--- config.mk ---
export PLATFORM = sky130hd
export DESIGN_NAME = timer2_capture_counter
export DESIGN_NICKNAME = d
export VERILOG_FILES = /design/src/hdl/timer2_pkg.sv /design/src/hdl/timer2_capture_counter.sv
export VERILOG_INCLUDE_DIRS = /design/src /design/src/hdl
export SDC_FILE = /design/constraint.sdc
export NUM_CORES = 1
export LEC_CHECK = 0
export BUFFER_PORTS_ARGS = -buffer_cell sky130_fd_sc_hd__buf_2
export CORE_MARGIN = 2
export CORE_UTILIZATION = 53
export CTS_BUF_LIST = sky130_fd_sc_hd__clkbuf_8 sky130_fd_sc_hd__clkbuf_16
export DETAILED_ROUTE_END_ITERATION = 16
export PLACE_DENSITY_LB_ADDON = 0.05
export SLEW_MARGIN = 20
export SYNTH_ARGS = -nofsm -noshare
export SYNTH_HDL_FRONTEND = slang
export SYNTH_SLANG_ARGS = --single-unit
--- constraint.sdc ---
create_clock -name clk -period 2 [get_ports clk]
set_input_delay 0 -clock clk [delete_from_list [all_inputs] [get_ports clk]]
set_output_delay 0 -clock clk [all_outputs]
set_load 0.05 [all_outputs]
--- src/hdl/timer2_consts.svh ---
`ifndef TIMER2_CONSTS_SVH
`define TIMER2_CONSTS_SVH

// Register byte addresses
`define OFF_CONTROL 12'h000
`define OFF_COUNT 12'h004
`define OFF_CAPTURE 12'h008
`define OFF_STATUS 12'h00C
`define OFF_MASK 12'h010

// Control register field positions
`define CTL_RUN 0
`define CTL_TCSEL 1
`define CTL_CAPSEL 2
`define CTL_TRIGEN 3
`define CTL_RXCLK 4
`define CTL_TXCLK 5
`define CTL_WIDTH 6

// Status/mask field positions
`define ST_OVF 0
`define ST_EXT 1

// Reset values
`define CONTROL_RST 6'h00
`define COUNT_RST 16'h0000

// Machine-cycle timing: 12 oscillator periods per machine cycle
`define OSC_PER_MC 12
`define MC_CNT_MAX 4'hB
`define SAMPLE_PHASE 4'h9
`define UPDATE_PHASE 4'h4

`endif

--- src/hdl/timer2_pkg.sv ---
`default_nettype none

package timer2_pkg;
    typedef enum logic [1:0] {
        MODE_OFF,
        MODE_CAPTURE,
        MODE_RELOAD,
        MODE_BAUD
    } mode_t;
endpackage

`default_nettype wire

--- src/hdl/timer2_capture_counter.sv ---
`include "timer2_consts.svh"
`timescale 1ns/10ps
`default_nettype none

module timer2_capture_counter (
    // Clock and reset
    input wire logic clk,
    input wire logic reset,
    // APB slave
    input wire logic psel,
    input wire logic penable,
    input wire logic pwrite,
    input wire logic [11:0] paddr,
    input wire logic [31:0] pwdata,
    output logic [31:0] prdata,
    output logic pready,
    output logic pslverr,
    // External pins
    input wire logic externalCountInput,
    input wire logic externalTriggerInput,
    // Interrupt
    output logic irq
);

    // Decodes an APB access to one register offset
    function automatic logic hit(input logic [11:0] a, input logic [11:0] off);
        hit = (a == off);
    endfunction

    // Pin synchronisers
    logic cntSync1_r, cntSync2_r, trgSync1_r, trgSync2_r;
    always_ff @(posedge clk) begin
        if (reset) begin
            cntSync1_r <= 1'b1;
            cntSync2_r <= 1'b1;
            trgSync1_r <= 1'b1;
            trgSync2_r <= 1'b1;
        end else begin
            cntSync1_r <= externalCountInput;
            cntSync2_r <= cntSync1_r;
            trgSync1_r <= externalTriggerInput;
            trgSync2_r <= trgSync1_r;
        end
    end

    // State
    logic [3:0] phase_r, phase_nxt;
    logic [`CTL_WIDTH-1:0] control_r, control_nxt;
    logic [7:0] countHighByte_r, countHighByte_nxt;
    logic [7:0] countLowByte_r, countLowByte_nxt;
    logic [7:0] captureHighByte_r, captureHighByte_nxt;
    logic [7:0] captureLowByte_r, captureLowByte_nxt;
    logic [1:0] status_r, status_nxt;
    logic [1:0] mask_r, mask_nxt;
    logic cntSample_r, cntSample_nxt;
    logic cntPending_r, cntPending_nxt;
    logic trgPrev_r, trgPrev_nxt;
    logic [31:0] prdata_nxt;
    logic pready_nxt, pslverr_nxt, irq_nxt;

    // Derived controls
    timer2_pkg::mode_t mode;
    logic setup, wrEn, mapped, samplePoint, updatePoint, step, trigFall, overflow;
    logic [15:0] countNext;

    always_comb begin
        // Mode decode per the select table
        if (!control_r[`CTL_RUN]) begin
            mode = timer2_pkg::MODE_OFF;
        end else if (control_r[`CTL_RXCLK] | control_r[`CTL_TXCLK]) begin
            mode = timer2_pkg::MODE_BAUD;
        end else if (control_r[`CTL_CAPSEL]) begin
            mode = timer2_pkg::MODE_CAPTURE;
        end else begin
            mode = timer2_pkg::MODE_RELOAD;
        end
    end

    // Bus access qualifiers; slave answers in the access phase with no waits
    assign setup = psel & ~penable;
    assign wrEn = psel & penable & pwrite;
    assign mapped = hit(paddr, `OFF_CONTROL) | hit(paddr, `OFF_COUNT) | hit(paddr, `OFF_CAPTURE)
        | hit(paddr, `OFF_STATUS) | hit(paddr, `OFF_MASK);

    // Machine-cycle phase points
    assign samplePoint = (phase_r == `SAMPLE_PHASE);
    assign updatePoint = (phase_r == `UPDATE_PHASE);

    // Count step: timer once per machine cycle, counter on a detected fall
    // Only capture mode counts here; reload and baud datapaths are not built
    assign step = (mode == timer2_pkg::MODE_CAPTURE) & updatePoint
        & (control_r[`CTL_TCSEL] ? cntPending_r : 1'b1);
    assign countNext = {countHighByte_r, countLowByte_r} + 16'h0001;
    assign overflow = step & ({countHighByte_r, countLowByte_r} == 16'hFFFF);
    assign trigFall = trgPrev_r & ~trgSync2_r & (mode == timer2_pkg::MODE_CAPTURE)
        & control_r[`CTL_TRIGEN];

    always_comb begin
        phase_nxt = (phase_r == `MC_CNT_MAX) ? 4'h0 : phase_r + 4'h1;
        control_nxt = control_r;
        countHighByte_nxt = countHighByte_r;
        countLowByte_nxt = countLowByte_r;
        captureHighByte_nxt = captureHighByte_r;
        captureLowByte_nxt = captureLowByte_r;
        status_nxt = status_r;
        mask_nxt = mask_r;
        cntSample_nxt = cntSample_r;
        cntPending_nxt = cntPending_r;
        trgPrev_nxt = trgSync2_r;

        // Counter input: one sample per machine cycle; a fall waits for next update
        if (samplePoint) begin
            cntSample_nxt = cntSync2_r;
            if (cntSample_r & ~cntSync2_r) begin
                cntPending_nxt = 1'b1;
            end
        end
        if (updatePoint) begin
            cntPending_nxt = 1'b0;
        end

        // Software writes; hardware steps below take priority over them
        if (wrEn) begin
            if (hit(paddr, `OFF_CONTROL)) begin
                control_nxt = pwdata[`CTL_WIDTH-1:0];
            end
            if (hit(paddr, `OFF_COUNT)) begin
                countHighByte_nxt = pwdata[15:8];
                countLowByte_nxt = pwdata[7:0];
            end
            if (hit(paddr, `OFF_CAPTURE)) begin
                captureHighByte_nxt = pwdata[15:8];
                captureLowByte_nxt = pwdata[7:0];
            end
            if (hit(paddr, `OFF_STATUS)) begin
                status_nxt = status_r & ~pwdata[1:0];
            end
            if (hit(paddr, `OFF_MASK)) begin
                mask_nxt = pwdata[1:0];
            end
        end

        // Low byte carries into high byte
        if (step) begin
            countHighByte_nxt = countNext[15:8];
            countLowByte_nxt = countNext[7:0];
        end
        if (trigFall) begin
            captureHighByte_nxt = countHighByte_r;
            captureLowByte_nxt = countLowByte_r;
        end
        // Set beats a same-cycle clear
        if (overflow) begin
            status_nxt[`ST_OVF] = 1'b1;
        end
        if (trigFall) begin
            status_nxt[`ST_EXT] = 1'b1;
        end

        // Read mux, registered into prdata at the setup edge
        prdata_nxt = 32'h0000_0000;
        if (setup & ~pwrite) begin
            if (hit(paddr, `OFF_CONTROL)) begin
                prdata_nxt = {26'h0, control_r};
            end else if (hit(paddr, `OFF_COUNT)) begin
                prdata_nxt = {16'h0, countHighByte_r, countLowByte_r};
            end else if (hit(paddr, `OFF_CAPTURE)) begin
                prdata_nxt = {16'h0, captureHighByte_r, captureLowByte_r};
            end else if (hit(paddr, `OFF_STATUS)) begin
                prdata_nxt = {30'h0, status_r};
            end else if (hit(paddr, `OFF_MASK)) begin
                prdata_nxt = {30'h0, mask_r};
            end
        end
        pready_nxt = setup;
        pslverr_nxt = setup & ~mapped;
        irq_nxt = |(status_nxt & mask_nxt);
    end

    always_ff @(posedge clk) begin
        if (reset) begin
            phase_r <= 4'h0;
            control_r <= `CONTROL_RST;
            countHighByte_r <= 8'h00;
            countLowByte_r <= 8'h00;
            captureHighByte_r <= 8'h00;
            captureLowByte_r <= 8'h00;
            status_r <= 2'h0;
            mask_r <= 2'h0;
            cntSample_r <= 1'b0;
            cntPending_r <= 1'b0;
            trgPrev_r <= 1'b1;
            prdata <= 32'h0000_0000;
            pready <= 1'b0;
            pslverr <= 1'b0;
            irq <= 1'b0;
        end else begin
            phase_r <= phase_nxt;
            control_r <= control_nxt;
            countHighByte_r <= countHighByte_nxt;
            countLowByte_r <= countLowByte_nxt;
            captureHighByte_r <= captureHighByte_nxt;
            captureLowByte_r <= captureLowByte_nxt;
            status_r <= status_nxt;
            mask_r <= mask_nxt;
            cntSample_r <= cntSample_nxt;
            cntPending_r <= cntPending_nxt;
            trgPrev_r <= trgPrev_nxt;
            prdata <= prdata_nxt;
            pready <= pready_nxt;
            pslverr <= pslverr_nxt;
            irq <= irq_nxt;
        end
    end
endmodule

`default_nettype wire

# --- Word-level counts from Yosys, hierarchy flattened ---
# Cells that the tools add are included.
totals:
  output_inout_bits: 35
  reg_bits: 88
op_classes:
  n_mux: 27
  n_reduce_logical: 15
  bitwise_logic: 26
  eq_ne: 9
  add_sub_neg: 2
ops:
  columns: ["op", "count"]
  rows:
  - ["$mux 8", 12]
  - ["$mux 16", 2]
  - ["$eq 12x4->1 const B", 2]
  - ["$mux 2", 9]
  - ["$add 16x1->16 const B", 1]
  - ["$eq 16x16->1 const B", 1]
  - ["$and 1x1->1", 12]
  - ["$eq 12x3->1 const B", 1]
  - ["$eq 12x5->1 const B", 1]
  - ["$logic_not 12->1", 1]
  - ["$eq 4x4->1 const B", 2]
  - ["$reduce_and 2->1", 4]
  - ["$reduce_bool 2->1", 4]
  - ["$reduce_or 2->1", 4]
  - ["$mux 6", 1]
  - ["$not 1->1", 6]
  - ["$reduce_or 6->1", 1]
  - ["$or 1x1->1", 5]
  - ["$add 4x1->4 const B", 1]
  - ["$and 2x2->2", 2]
  - ["$eq 4x3->1 const B", 1]
  - ["$mux 1", 3]
  - ["$reduce_or 3->1", 1]
  - ["$eq 2x1->1 const B", 1]
  - ["$not 2->2", 1]

# --- Depth between registers and ports, before layout ---
# Gate-level depths: netlist of run 1.
logic_depth:
  ltp_word: 10
  mapped_depth: 8

# --- Least setup slack after synthesis of run 1 ---
# Ideal clock, no wire load.
synth_path:
  kind: "register to register"
  from: "register phase_r[0]"
  to: "register countLowByte_r[5]"
  slack_ns: 0.211
  arrival_ns: 1.697
  stages_incl_launch_ff: 9
  period_less_slack_ns: 1.789
  required_ns: 1.908
  path_buffers: 1
  path_cell_list: "dfxtp_1 inv_1 ha_1 and3b_1 nand3_1 and4_2 buf_4 nor3_1 nor4_1"
synth_between:
  elab_chain_cells: 5
  word_cells_on_any_way: 7
  classes_between: "eq/ne (1); mux (1); bitwise (2); reduce/logical (3)"
synth_rtl:
  columns: ["element", "line_no", "source"]
  rows:
  - ["start, declared", "timer2_capture_counter.sv:47", "logic [3:0] phase_r, phase_nxt;"]
  - ["start signal, assigned", "timer2_capture_counter.sv:198", "phase_r <= phase_nxt;"]
  - ["$eq 4x3->1 (no line) (*)", null, null]
  - ["$and 1x1->1 (*) (2 in series)", "timer2_capture_counter.sv:91", "assign step = (mode == timer2_pkg::MODE_CAPTURE) & updatePoint"]
  - ["$reduce_bool 2->1 (no line)", null, null]
  - ["$reduce_and 2->1 (no line)", null, null]
  - ["end signal, assigned", "timer2_capture_counter.sv:201", "countLowByte_r <= countLowByte_nxt;"]
  - ["end, declared", "timer2_capture_counter.sv:50", "logic [7:0] countLowByte_r, countLowByte_nxt;"]
# Every way passes the cells marked *; elsewhere a longest branch is shown, timed or not.
# A chain may end at the register's enable or synchronous reset.

# --- Final worst setup path of run 1 ---
layout_path:
  from: "input port pwrite"
  to: "register captureLowByte_r[5]"
layout_between:
  elab_chain_cells: 3
layout_rtl:
  columns: ["element", "line_no", "source"]
  rows:
  - ["start, declared", "timer2_capture_counter.sv:12", "input wire logic pwrite,"]
  - ["$and 1x1->1", "timer2_capture_counter.sv:81", "assign wrEn = psel & penable & pwrite;"]
  - ["$reduce_bool 2->1 (no line)", null, null]
  - ["$reduce_and 2->1 (no line)", null, null]
  - ["end signal, assigned", "timer2_capture_counter.sv:203", "captureLowByte_r <= captureLowByte_nxt;"]
  - ["end, declared", "timer2_capture_counter.sv:52", "logic [7:0] captureLowByte_r, captureLowByte_nxt;"]
# Every way passes these cells.

==> out/metrics.csv, run 1 <==
stage;metric;value;unit
outcome;status;finished, final reports clean;
pwr;fraction of power consumed by the clock network;39.3;%
pwr;sequential share of power;51.6;%
grt;vias in the first global route;3014;
worst_setup_path;reg2reg path depth;7;
sta;Final Hold Violating Endpoints;0;
hold_path;hold worst-path end;prdata[2]$_SDFF_PP0_;
logic_synthesis;number of unique standard cell types used by synthesis;51;
drt;overall via count from detail_route;3162;
sta;Sum Neg Setup Slack;0;ns
pwr;internal power contribution;2.127;mW
grt;first-pass GRT wire length;14230;um
sta;setup repair after global routing missed its margin;no;
place;RePlAce Congestion;0.9080;
drt;via density per instance;5.557;
logic_synthesis;Syn Inst Count;396;
floorplanning;num rows;29;
logic_synthesis;Synth Cell Area;0.003460;mm2
hold_path;class of the most critical hold timing path;input port to register;
layout;fraction of final layout cells with drive strength greater than 1;23.17;%
pwr;proportion of power drawn by combinational gates;9.1;%
layout;area of combinational cells with multiple inputs;0.001823;mm2
layout;Storage cell area;0.001441;mm2
worst_setup_path;r2r startpoint;countLowByte_r[0]$_SDFFE_PP0P_;
drt;iteration-0 DRC count of the detailed router;169;
sta;Worst Hold Slack;0.02139;ns
drt;DRC viols;0;
clock_network;clock buffer depth;2;
worst_setup_path;endpoint of the most critical register-to-register path;countLowByte_r[6]$_SDFFE_PP0P_;
grt;largest net degree at the start of global routing;56;
grt;initial antenna violation count;0;
hold_path;cell depth of the worst hold path;2;
floorplanning;Die X;84.79;um
place;post-detailed-placement cell area;0.003867;mm2
pwr;switching fraction of total power;24.25;%
pwr;post-layout total power;2.808;mW
grt;total grt overflow;0;
sta;transition at the pin with the smallest max-transition slack;0.5580;ns
clock_network;source-to-sink clock delay at the later pin of the worst-skew pair;0.34;ns
logic_synthesis;area share of the largest cell type after synthesis;41.66;%
sta;post-route minimum period;1.872;ns
floorplanning;Die Ht;84.79;um
layout;highest-count cells in the layout ignoring fill and taps;sky130_fd_sc_hd__dfxtp_1 (72), sky130_fd_sc_hd__nor2_1 (64), sky130_fd_sc_hd__buf_2 (53);
logic_synthesis;fraction of registers with async set/reset;0;%
logic_synthesis;most used flip-flop cell after synthesis;sky130_fd_sc_hd__dfxtp_1;
worst_setup_path;crit path capture type;register;
logic_synthesis;number of flops mapped to enable cells by yosys;0;
worst_setup_path;peak fanout along the critical path;6;
logic_synthesis;average cell area after synthesis;8.736;um2
drt;WL per Instance;14.88;um
place;port buffer count;53;
place;total half-perimeter wirelength after legalization and detailed placement;5961;um
floorplanning;initial core utilization;54.80;%
drt;first-pass iteration count of the detailed router;4;
layout;share of the core filled with cells in the final layout;67.99;%
clock_network;TritonCTS clock tree;yes;
sta;Final Cycle Share;93.61;%
clock_network;cts bufs inserted;9;
sta;maximum clock frequency;0.5342;GHz
pwr;power density over cell area;654.0;mW/mm2
hold_path;worst min-delay path startpoint;paddr[3];
layout;Final Cell Area;0.004293;mm2
sta;largest clock skew in the final design;0.007576;ns
clock_network;number of post-CTS setup repair buffers;0;
logic_synthesis;proportion of synthesized chip area in sequential cells;41.66;%
clock_network;clock slew at reported path FFs;0.07;ns
sta;final worst setup slack;0.1279;ns
layout;area overhead of the layout relative to synthesis;24.09;%
clock_network;Root Buffer;sky130_fd_sc_hd__clkbuf_8;
layout;leading cell type in the layout, fill and taps excluded;sky130_fd_sc_hd__dfxtp_1;
floorplanning;core area;0.006314;mm2
floorplanning;die outline area;0.007189;mm2
worst_setup_path;endpoint required time on the critical path;2.20;ns
layout;final cell count without fillers;569;
logic_synthesis;largest cells by area after synthesis;sky130_fd_sc_hd__dfxtp_1 (42%), sky130_fd_sc_hd__mux2i_1 (7.8%), sky130_fd_sc_hd__nor2_1 (7.2%);
place;# placed instances;532;
layout;Final Net Count;543;
logic_synthesis;Seq cells post-synth;72;
floorplanning;count of pins on the block boundary;86;
layout;count of fill cells added during filler insertion;546;
clock_network;number of sinks driven by the clock tree;72;
grt;GRT Overall Usage;24.52;%
flow_run;max-cap violations;0;
drt;remaining antenna violation count;0;
worst_setup_path;class of the most critical setup path;input port to register;
logic_synthesis;most area-hungry cell type in the Yosys netlist;sky130_fd_sc_hd__dfxtp_1;
clock_network;number of H-tree levels;3;
sta;Rel. slew slack;62.46;%
place;pre-CTS WS;-0.03171;ns
worst_setup_path;sort of element at the start of the critical path;input port;
sta;Final Slew Violations;0;
pwr;IR drop worst, VDD;506.3;uV
worst_setup_path;signal arrival time at the worst endpoint;2.07;ns
pwr;Net Switching;0.6808;mW
logic_synthesis;Synth warnings;0;
layout;count of inserted antenna diode cells;0;
sta;total setup violations reported at the end of the flow;0;
worst_setup_path;worst reg2reg setup slack;0.18;ns
pwr;leakage power figure;1.742;nW
drt;aggregate routed wire length;8467;um
[cells in the mapped netlist (2+ instances only)]
master,n
sky130_fd_sc_hd__and3_1,4
sky130_fd_sc_hd__or2_2,6
sky130_fd_sc_hd__nor2b_1,8
sky130_fd_sc_hd__o22ai_1,4
sky130_fd_sc_hd__ha_1,4
sky130_fd_sc_hd__nand2_1,14
sky130_fd_sc_hd__o21ai_0,5
sky130_fd_sc_hd__a31oi_1,4
sky130_fd_sc_hd__a21oi_1,14
sky130_fd_sc_hd__a2111oi_0,4
sky130_fd_sc_hd__and2_1,6
sky130_fd_sc_hd__or3_1,3
sky130_fd_sc_hd__nand4_1,6
sky130_fd_sc_hd__nor2_1,66
sky130_fd_sc_hd__nor4_1,10
sky130_fd_sc_hd__mux2i_1,27
sky130_fd_sc_hd__nand3_1,11
sky130_fd_sc_hd__mux2_2,2
sky130_fd_sc_hd__buf_4,17
sky130_fd_sc_hd__nand3b_1,5
sky130_fd_sc_hd__and4_1,3
sky130_fd_sc_hd__a211oi_1,19
sky130_fd_sc_hd__buf_1,2
sky130_fd_sc_hd__a22oi_1,10
sky130_fd_sc_hd__clkbuf_1,16
sky130_fd_sc_hd__inv_1,8
sky130_fd_sc_hd__o211a_1,2
sky130_fd_sc_hd__nand2b_1,8
sky130_fd_sc_hd__dfxtp_1,72
sky130_fd_sc_hd__a21o_1,2
sky130_fd_sc_hd__nor3_1,14
[layer usage]
layer,GRT usage (%),routed length (um),vias up
met3,3.736,417,13
met4,10.39,148,0
li1,-,-,1579
met1,32.86,3784,1488
met2,39.44,4117,82
met5,0,0,-
[worst max-delay path, stage by stage]
cell	delay [ns]
sky130_fd_sc_hd__dlygate4sd3_1	0.52
sky130_fd_sc_hd__buf_2	0.12
sky130_fd_sc_hd__nand3_1	0.21
sky130_fd_sc_hd__nor4b_4	0.44
sky130_fd_sc_hd__and2_1	0.25
sky130_fd_sc_hd__buf_4	0.21
sky130_fd_sc_hd__mux2i_1	0.22
sky130_fd_sc_hd__a211oi_1	0.09
[registers in the layout, indices dropped and copies added (netlist names)]
name and count:
trgSync1_r 1, pready 1, countHighByte_r 8, trgPrev_r 1, cntSync2_r 1, control_r 6, phase_r 4, prdata 16
trgPrev_nxt 1, pslverr 1, countLowByte_r 8, cntSync1_r 1, mask_r 2, cntPending_r 1, cntSample_r 1, captureLowByte_r 8
captureHighByte_r 8, status_r 2, irq 1
[worst max path at each step]
| stage | startpoint | end | slack [ns] | cells past startpoint |
|---|---|---|---|---|
| 6_report | pwrite | captureLowByte_r[5]$_SDFFE_PP0P_ | 0.13 | 8 |
| 5_1_grt | pwrite | captureLowByte_r[5]$_SDFFE_PP0P_ | 0.03 | 8 |
| 4_1_cts | phase_r[1]$_SDFF_PP0_ | countLowByte_r[6]$_SDFFE_PP0P_ | 0.05 | 8 |
| 3_5_place_dp | phase_r[1]$_SDFF_PP0_ | irq$_SDFF_PP0_ | -0.03 | 7 |
| 3_3_place_gp | phase_r[0]$_SDFF_PP0_ | irq$_SDFF_PP0_ | 0.04 | 7 |
| 2_1_floorplan | phase_r[0]$_SDFF_PP0_ | countLowByte_r[5]$_SDFFE_PP0P_ | 0.21 | 8 |
[timing repair]
action	4_1_cts	5_1_grt
gates resized for setup	1	4
hold endpoints to repair	26	0
hold buffers	22	0
setup endpoints to repair	1	8
pin swaps	0	1
[cell type report]
cell class	count	area share (%)
clock buffers	10	3.206
clock inverters	5	1.137
inverters	8	0.6995
multi-input cells	293	42.47
flip-flops and latches	72	33.58
well taps	77	2.244
repair buffers	104	16.67
[power groups by stage]
stage               Combinational (mW)  Clock [mW]  Sequential (mW)
global placement                 0.215           0             1.48
finish                           0.255        1.10             1.45
global route                     0.275        1.19             1.45
CTS                              0.252        1.14             1.45
detailed placement               0.220           0             1.48
floorplan                        0.161           0             1.49
[logic make-up (layout without fill, tap and decap cells)]
kind of cell             Yosys count  count (layout)  synth area share [%]
AO/OA/AOI/OAI                     71              71                 14.21
adder cells (fa/ha/maj)            4               4                 1.447
buffers and inverters             46             127                 7.812
flip-flops                        72              72                 41.66
multiplexers                      29              29                 8.463
other                              1              16                0.1084
AND/OR/NAND/NOR                  173             173                 26.29
Note: power is estimated with default switching activity, not from simulation.
==> inputs of run 2 (changes only) <==
--- a/config.mk
+++ b/config.mk
@@ -11,6 +11,7 @@
 export CORE_UTILIZATION = 53
 export CTS_BUF_LIST = sky130_fd_sc_hd__clkbuf_8 sky130_fd_sc_hd__clkbuf_16
 export DETAILED_ROUTE_END_ITERATION = 16
+export HOLD_SLACK_MARGIN = 0.06
 export PLACE_DENSITY_LB_ADDON = 0.05
 export SLEW_MARGIN = 20
 export SYNTH_ARGS = -nofsm -noshare
==> run 2 against run 1 <==
  * Power increased by 0.23%
  * Non-clock buffer count increased by 2
  * Setup slack improved by 0.0022 ns
  * Utilization is 0.32 points higher
  * Combinational power about the same
==> out/metrics.csv, run 2 (synthesis results as in run 1) <==
stage;metric;value;unit
worst_setup_path;crit path capture type;register;
sta;total setup violations reported at the end of the flow;0;
layout;register name with the most flops;prdata;
hold_path;class of the most critical hold timing path;input port to register;
sta;setup repair after global routing missed its margin;no;
sta;Final Hold Violating Endpoints;0;
clock_network;clock slew at reported path FFs;0.07;ns
layout;leading cell type in the layout, fill and taps excluded;sky130_fd_sc_hd__dfxtp_1;
sta;Final Slew Violations;0;
floorplanning;num rows;29;
layout;count of inserted antenna diode cells;0;
worst_setup_path;endpoint required time on the critical path;2.20;ns
sta;Worst Hold Slack;0.08927;ns
sta;Final Cycle Share;93.50;%
floorplanning;initial core utilization;54.80;%
clock_network;number of sinks driven by the clock tree;72;
grt;GRT Overall Usage;24.76;%
place;RePlAce Congestion;0.9080;
flow_run;max-cap violations;0;
worst_setup_path;endpoint of the most critical register-to-register path;countLowByte_r[6]$_SDFFE_PP0P_;
worst_setup_path;sum of buffers and inverters on the critical path;3;
layout;Largest register FFs;16;
worst_setup_path;CP startpoint;pwrite;
place;port buffer count;53;
layout;Final Cell Area;0.004313;mm2
worst_setup_path;reg2reg path depth;8;
place;pre-CTS WS;-0.03171;ns
pwr;power density over cell area;652.5;mW/mm2
drt;via density per instance;5.564;
clock_network;number of post-CTS setup repair buffers;0;
drt;first-pass iteration count of the detailed router;4;
worst_setup_path;Setup crit end;captureLowByte_r[5]$_SDFFE_PP0P_;
sta;post-route minimum period;1.870;ns
floorplanning;Die Ht;84.79;um
clock_network;clock buffer depth;2;
drt;iteration-0 DRC count of the detailed router;152;
floorplanning;core area;0.006314;mm2
clock_network;Root Buffer;sky130_fd_sc_hd__clkbuf_8;
place;total half-perimeter wirelength after legalization and detailed placement;5961;um
pwr;post-layout total power;2.814;mW
floorplanning;count of pins on the block boundary;86;
clock_network;TritonCTS clock tree;yes;
outcome;status;finished, final reports clean;
grt;largest net degree at the start of global routing;56;
floorplanning;die outline area;0.007189;mm2
sta;Rel. slew slack;60.65;%
clock_network;source-to-sink clock delay at the later pin of the worst-skew pair;0.34;ns
clock_network;cts bufs inserted;9;
pwr;leakage power figure;1.753;nW
sta;maximum clock frequency;0.5348;GHz
worst_setup_path;class of the most critical setup path;input port to register;
grt;vias in the first global route;3034;
layout;final cell count without fillers;571;
clock_network;number of H-tree levels;3;
layout;Final Net Count;545;
worst_setup_path;ordered list of cells on the worst path;dlygate4sd3_1, buf_2, nand3_1, nor4b_4, and2_1, buf_4, mux2i_1, a211oi_1;
layout;area overhead of the layout relative to synthesis;24.67;%
worst_setup_path;signal arrival time at the worst endpoint;2.07;ns
worst_setup_path;peak fanout along the critical path;6;
worst_setup_path;critical path depth;8;
grt;total grt overflow;0;
worst_setup_path;Top delay family on crit path;simple AND/OR/NAND/NOR gates;
drt;DRC viols;0;
worst_setup_path;r2r startpoint;phase_r[1]$_SDFF_PP0_;
drt;WL per Instance;15.02;um
worst_setup_path;worst reg2reg setup slack;0.17;ns
place;# placed instances;532;
sta;final worst setup slack;0.1301;ns
layout;fraction of final layout cells with drive strength greater than 1;23.08;%
worst_setup_path;library cell contributing the largest single delay on the critical path;sky130_fd_sc_hd__dlygate4sd3_1;
sta;transition at the pin with the smallest max-transition slack;0.5849;ns
grt;first-pass GRT wire length;14350;um
drt;overall via count from detail_route;3177;
pwr;IR drop worst, VDD;511.1;uV
worst_setup_path;sort of element at the start of the critical path;input port;
place;post-detailed-placement cell area;0.003867;mm2
layout;highest-count cells in the layout ignoring fill and taps;sky130_fd_sc_hd__dfxtp_1 (72), sky130_fd_sc_hd__nor2_1 (64), sky130_fd_sc_hd__buf_2 (53);
sta;largest clock skew in the final design;0.008174;ns
drt;remaining antenna violation count;0;
drt;aggregate routed wire length;8575;um
floorplanning;Die X;84.79;um
grt;initial antenna violation count;0;
worst_setup_path;crit-path max cell delay;0.52;ns
==> run 2: changes by cell type in the layout (fill, tap and decap cells not counted), sizes merged <==
| cell | change |
|---|---|
| dlygate4sd3 | +2 |
==> run 2: what timing repair did <==
action,CTS,global route
cloned,0,0
setup endpoints to repair,1,8
pin swaps,0,1
endpoints found under the hold margin,50,0
gates resized for setup,1,4
hold buffers,24,0
==> run 2: worst min-delay path by stage <==
stage / start / to / depth (start not counted)
detailed placement: externalTriggerInput / trgSync1_r$_SDFF_PP1_ / 2
global placement: externalTriggerInput / trgSync1_r$_SDFF_PP1_ / 2
CTS: paddr[4] / prdata[1]$_SDFF_PP0_ / 4
floorplan: externalCountInput / cntSync1_r$_SDFF_PP1_ / 1
global route: paddr[4] / prdata[1]$_SDFF_PP0_ / 4
finish: paddr[4] / prdata[1]$_SDFF_PP0_ / 4
==> run 2: through the flow <==
stage	TNS, ns	utilization, %
2_1_floorplan	0	-
3_3_place_gp	0	61.26
3_5_place_dp	-0.03171	61.26
4_1_cts	0	68.09
5_1_grt	0	68.31
6_report	0	68.31
==> run 2: cell type report <==
cell class / instances / area (um2)
fill: 544 / 2001
multi-input combinational: 293 / 1823
sequential: 72 / 1441
timing repair buffer: 106 / 735.7
clock buffer: 10 / 137.6
tap: 77 / 96.34
clock inverter: 5 / 48.80
inverter: 8 / 30.03
==> run 2: routing by layer <==
| metal | wire length (um) | GRT usage (%) |
|---|---|---|
| met1 | 3925 | 32.99 |
| met2 | 4143 | 40.01 |
| met3 | 342 | 3.736 |
| met4 | 163 | 10.68 |
| met5 | 0 | 0 |
==> run 2: where the power goes <==
part | switching, mW | total [mW] | internal [mW]
sequential | 0.00472 | 1.45 | 1.44
combinational | 0.165 | 0.257 | 0.0921
clock | 0.516 | 1.11 | 0.592
total | 0.686 | 2.81 | 2.13
==> run 2: tightest hold or removal path: cells and delay by family <==
kind,cells,cell delay [ns]
AOI/OAI and AO/OA,2,0.19
buffers and inverters,1,0.13
and+or+nand+nor,1,0.06
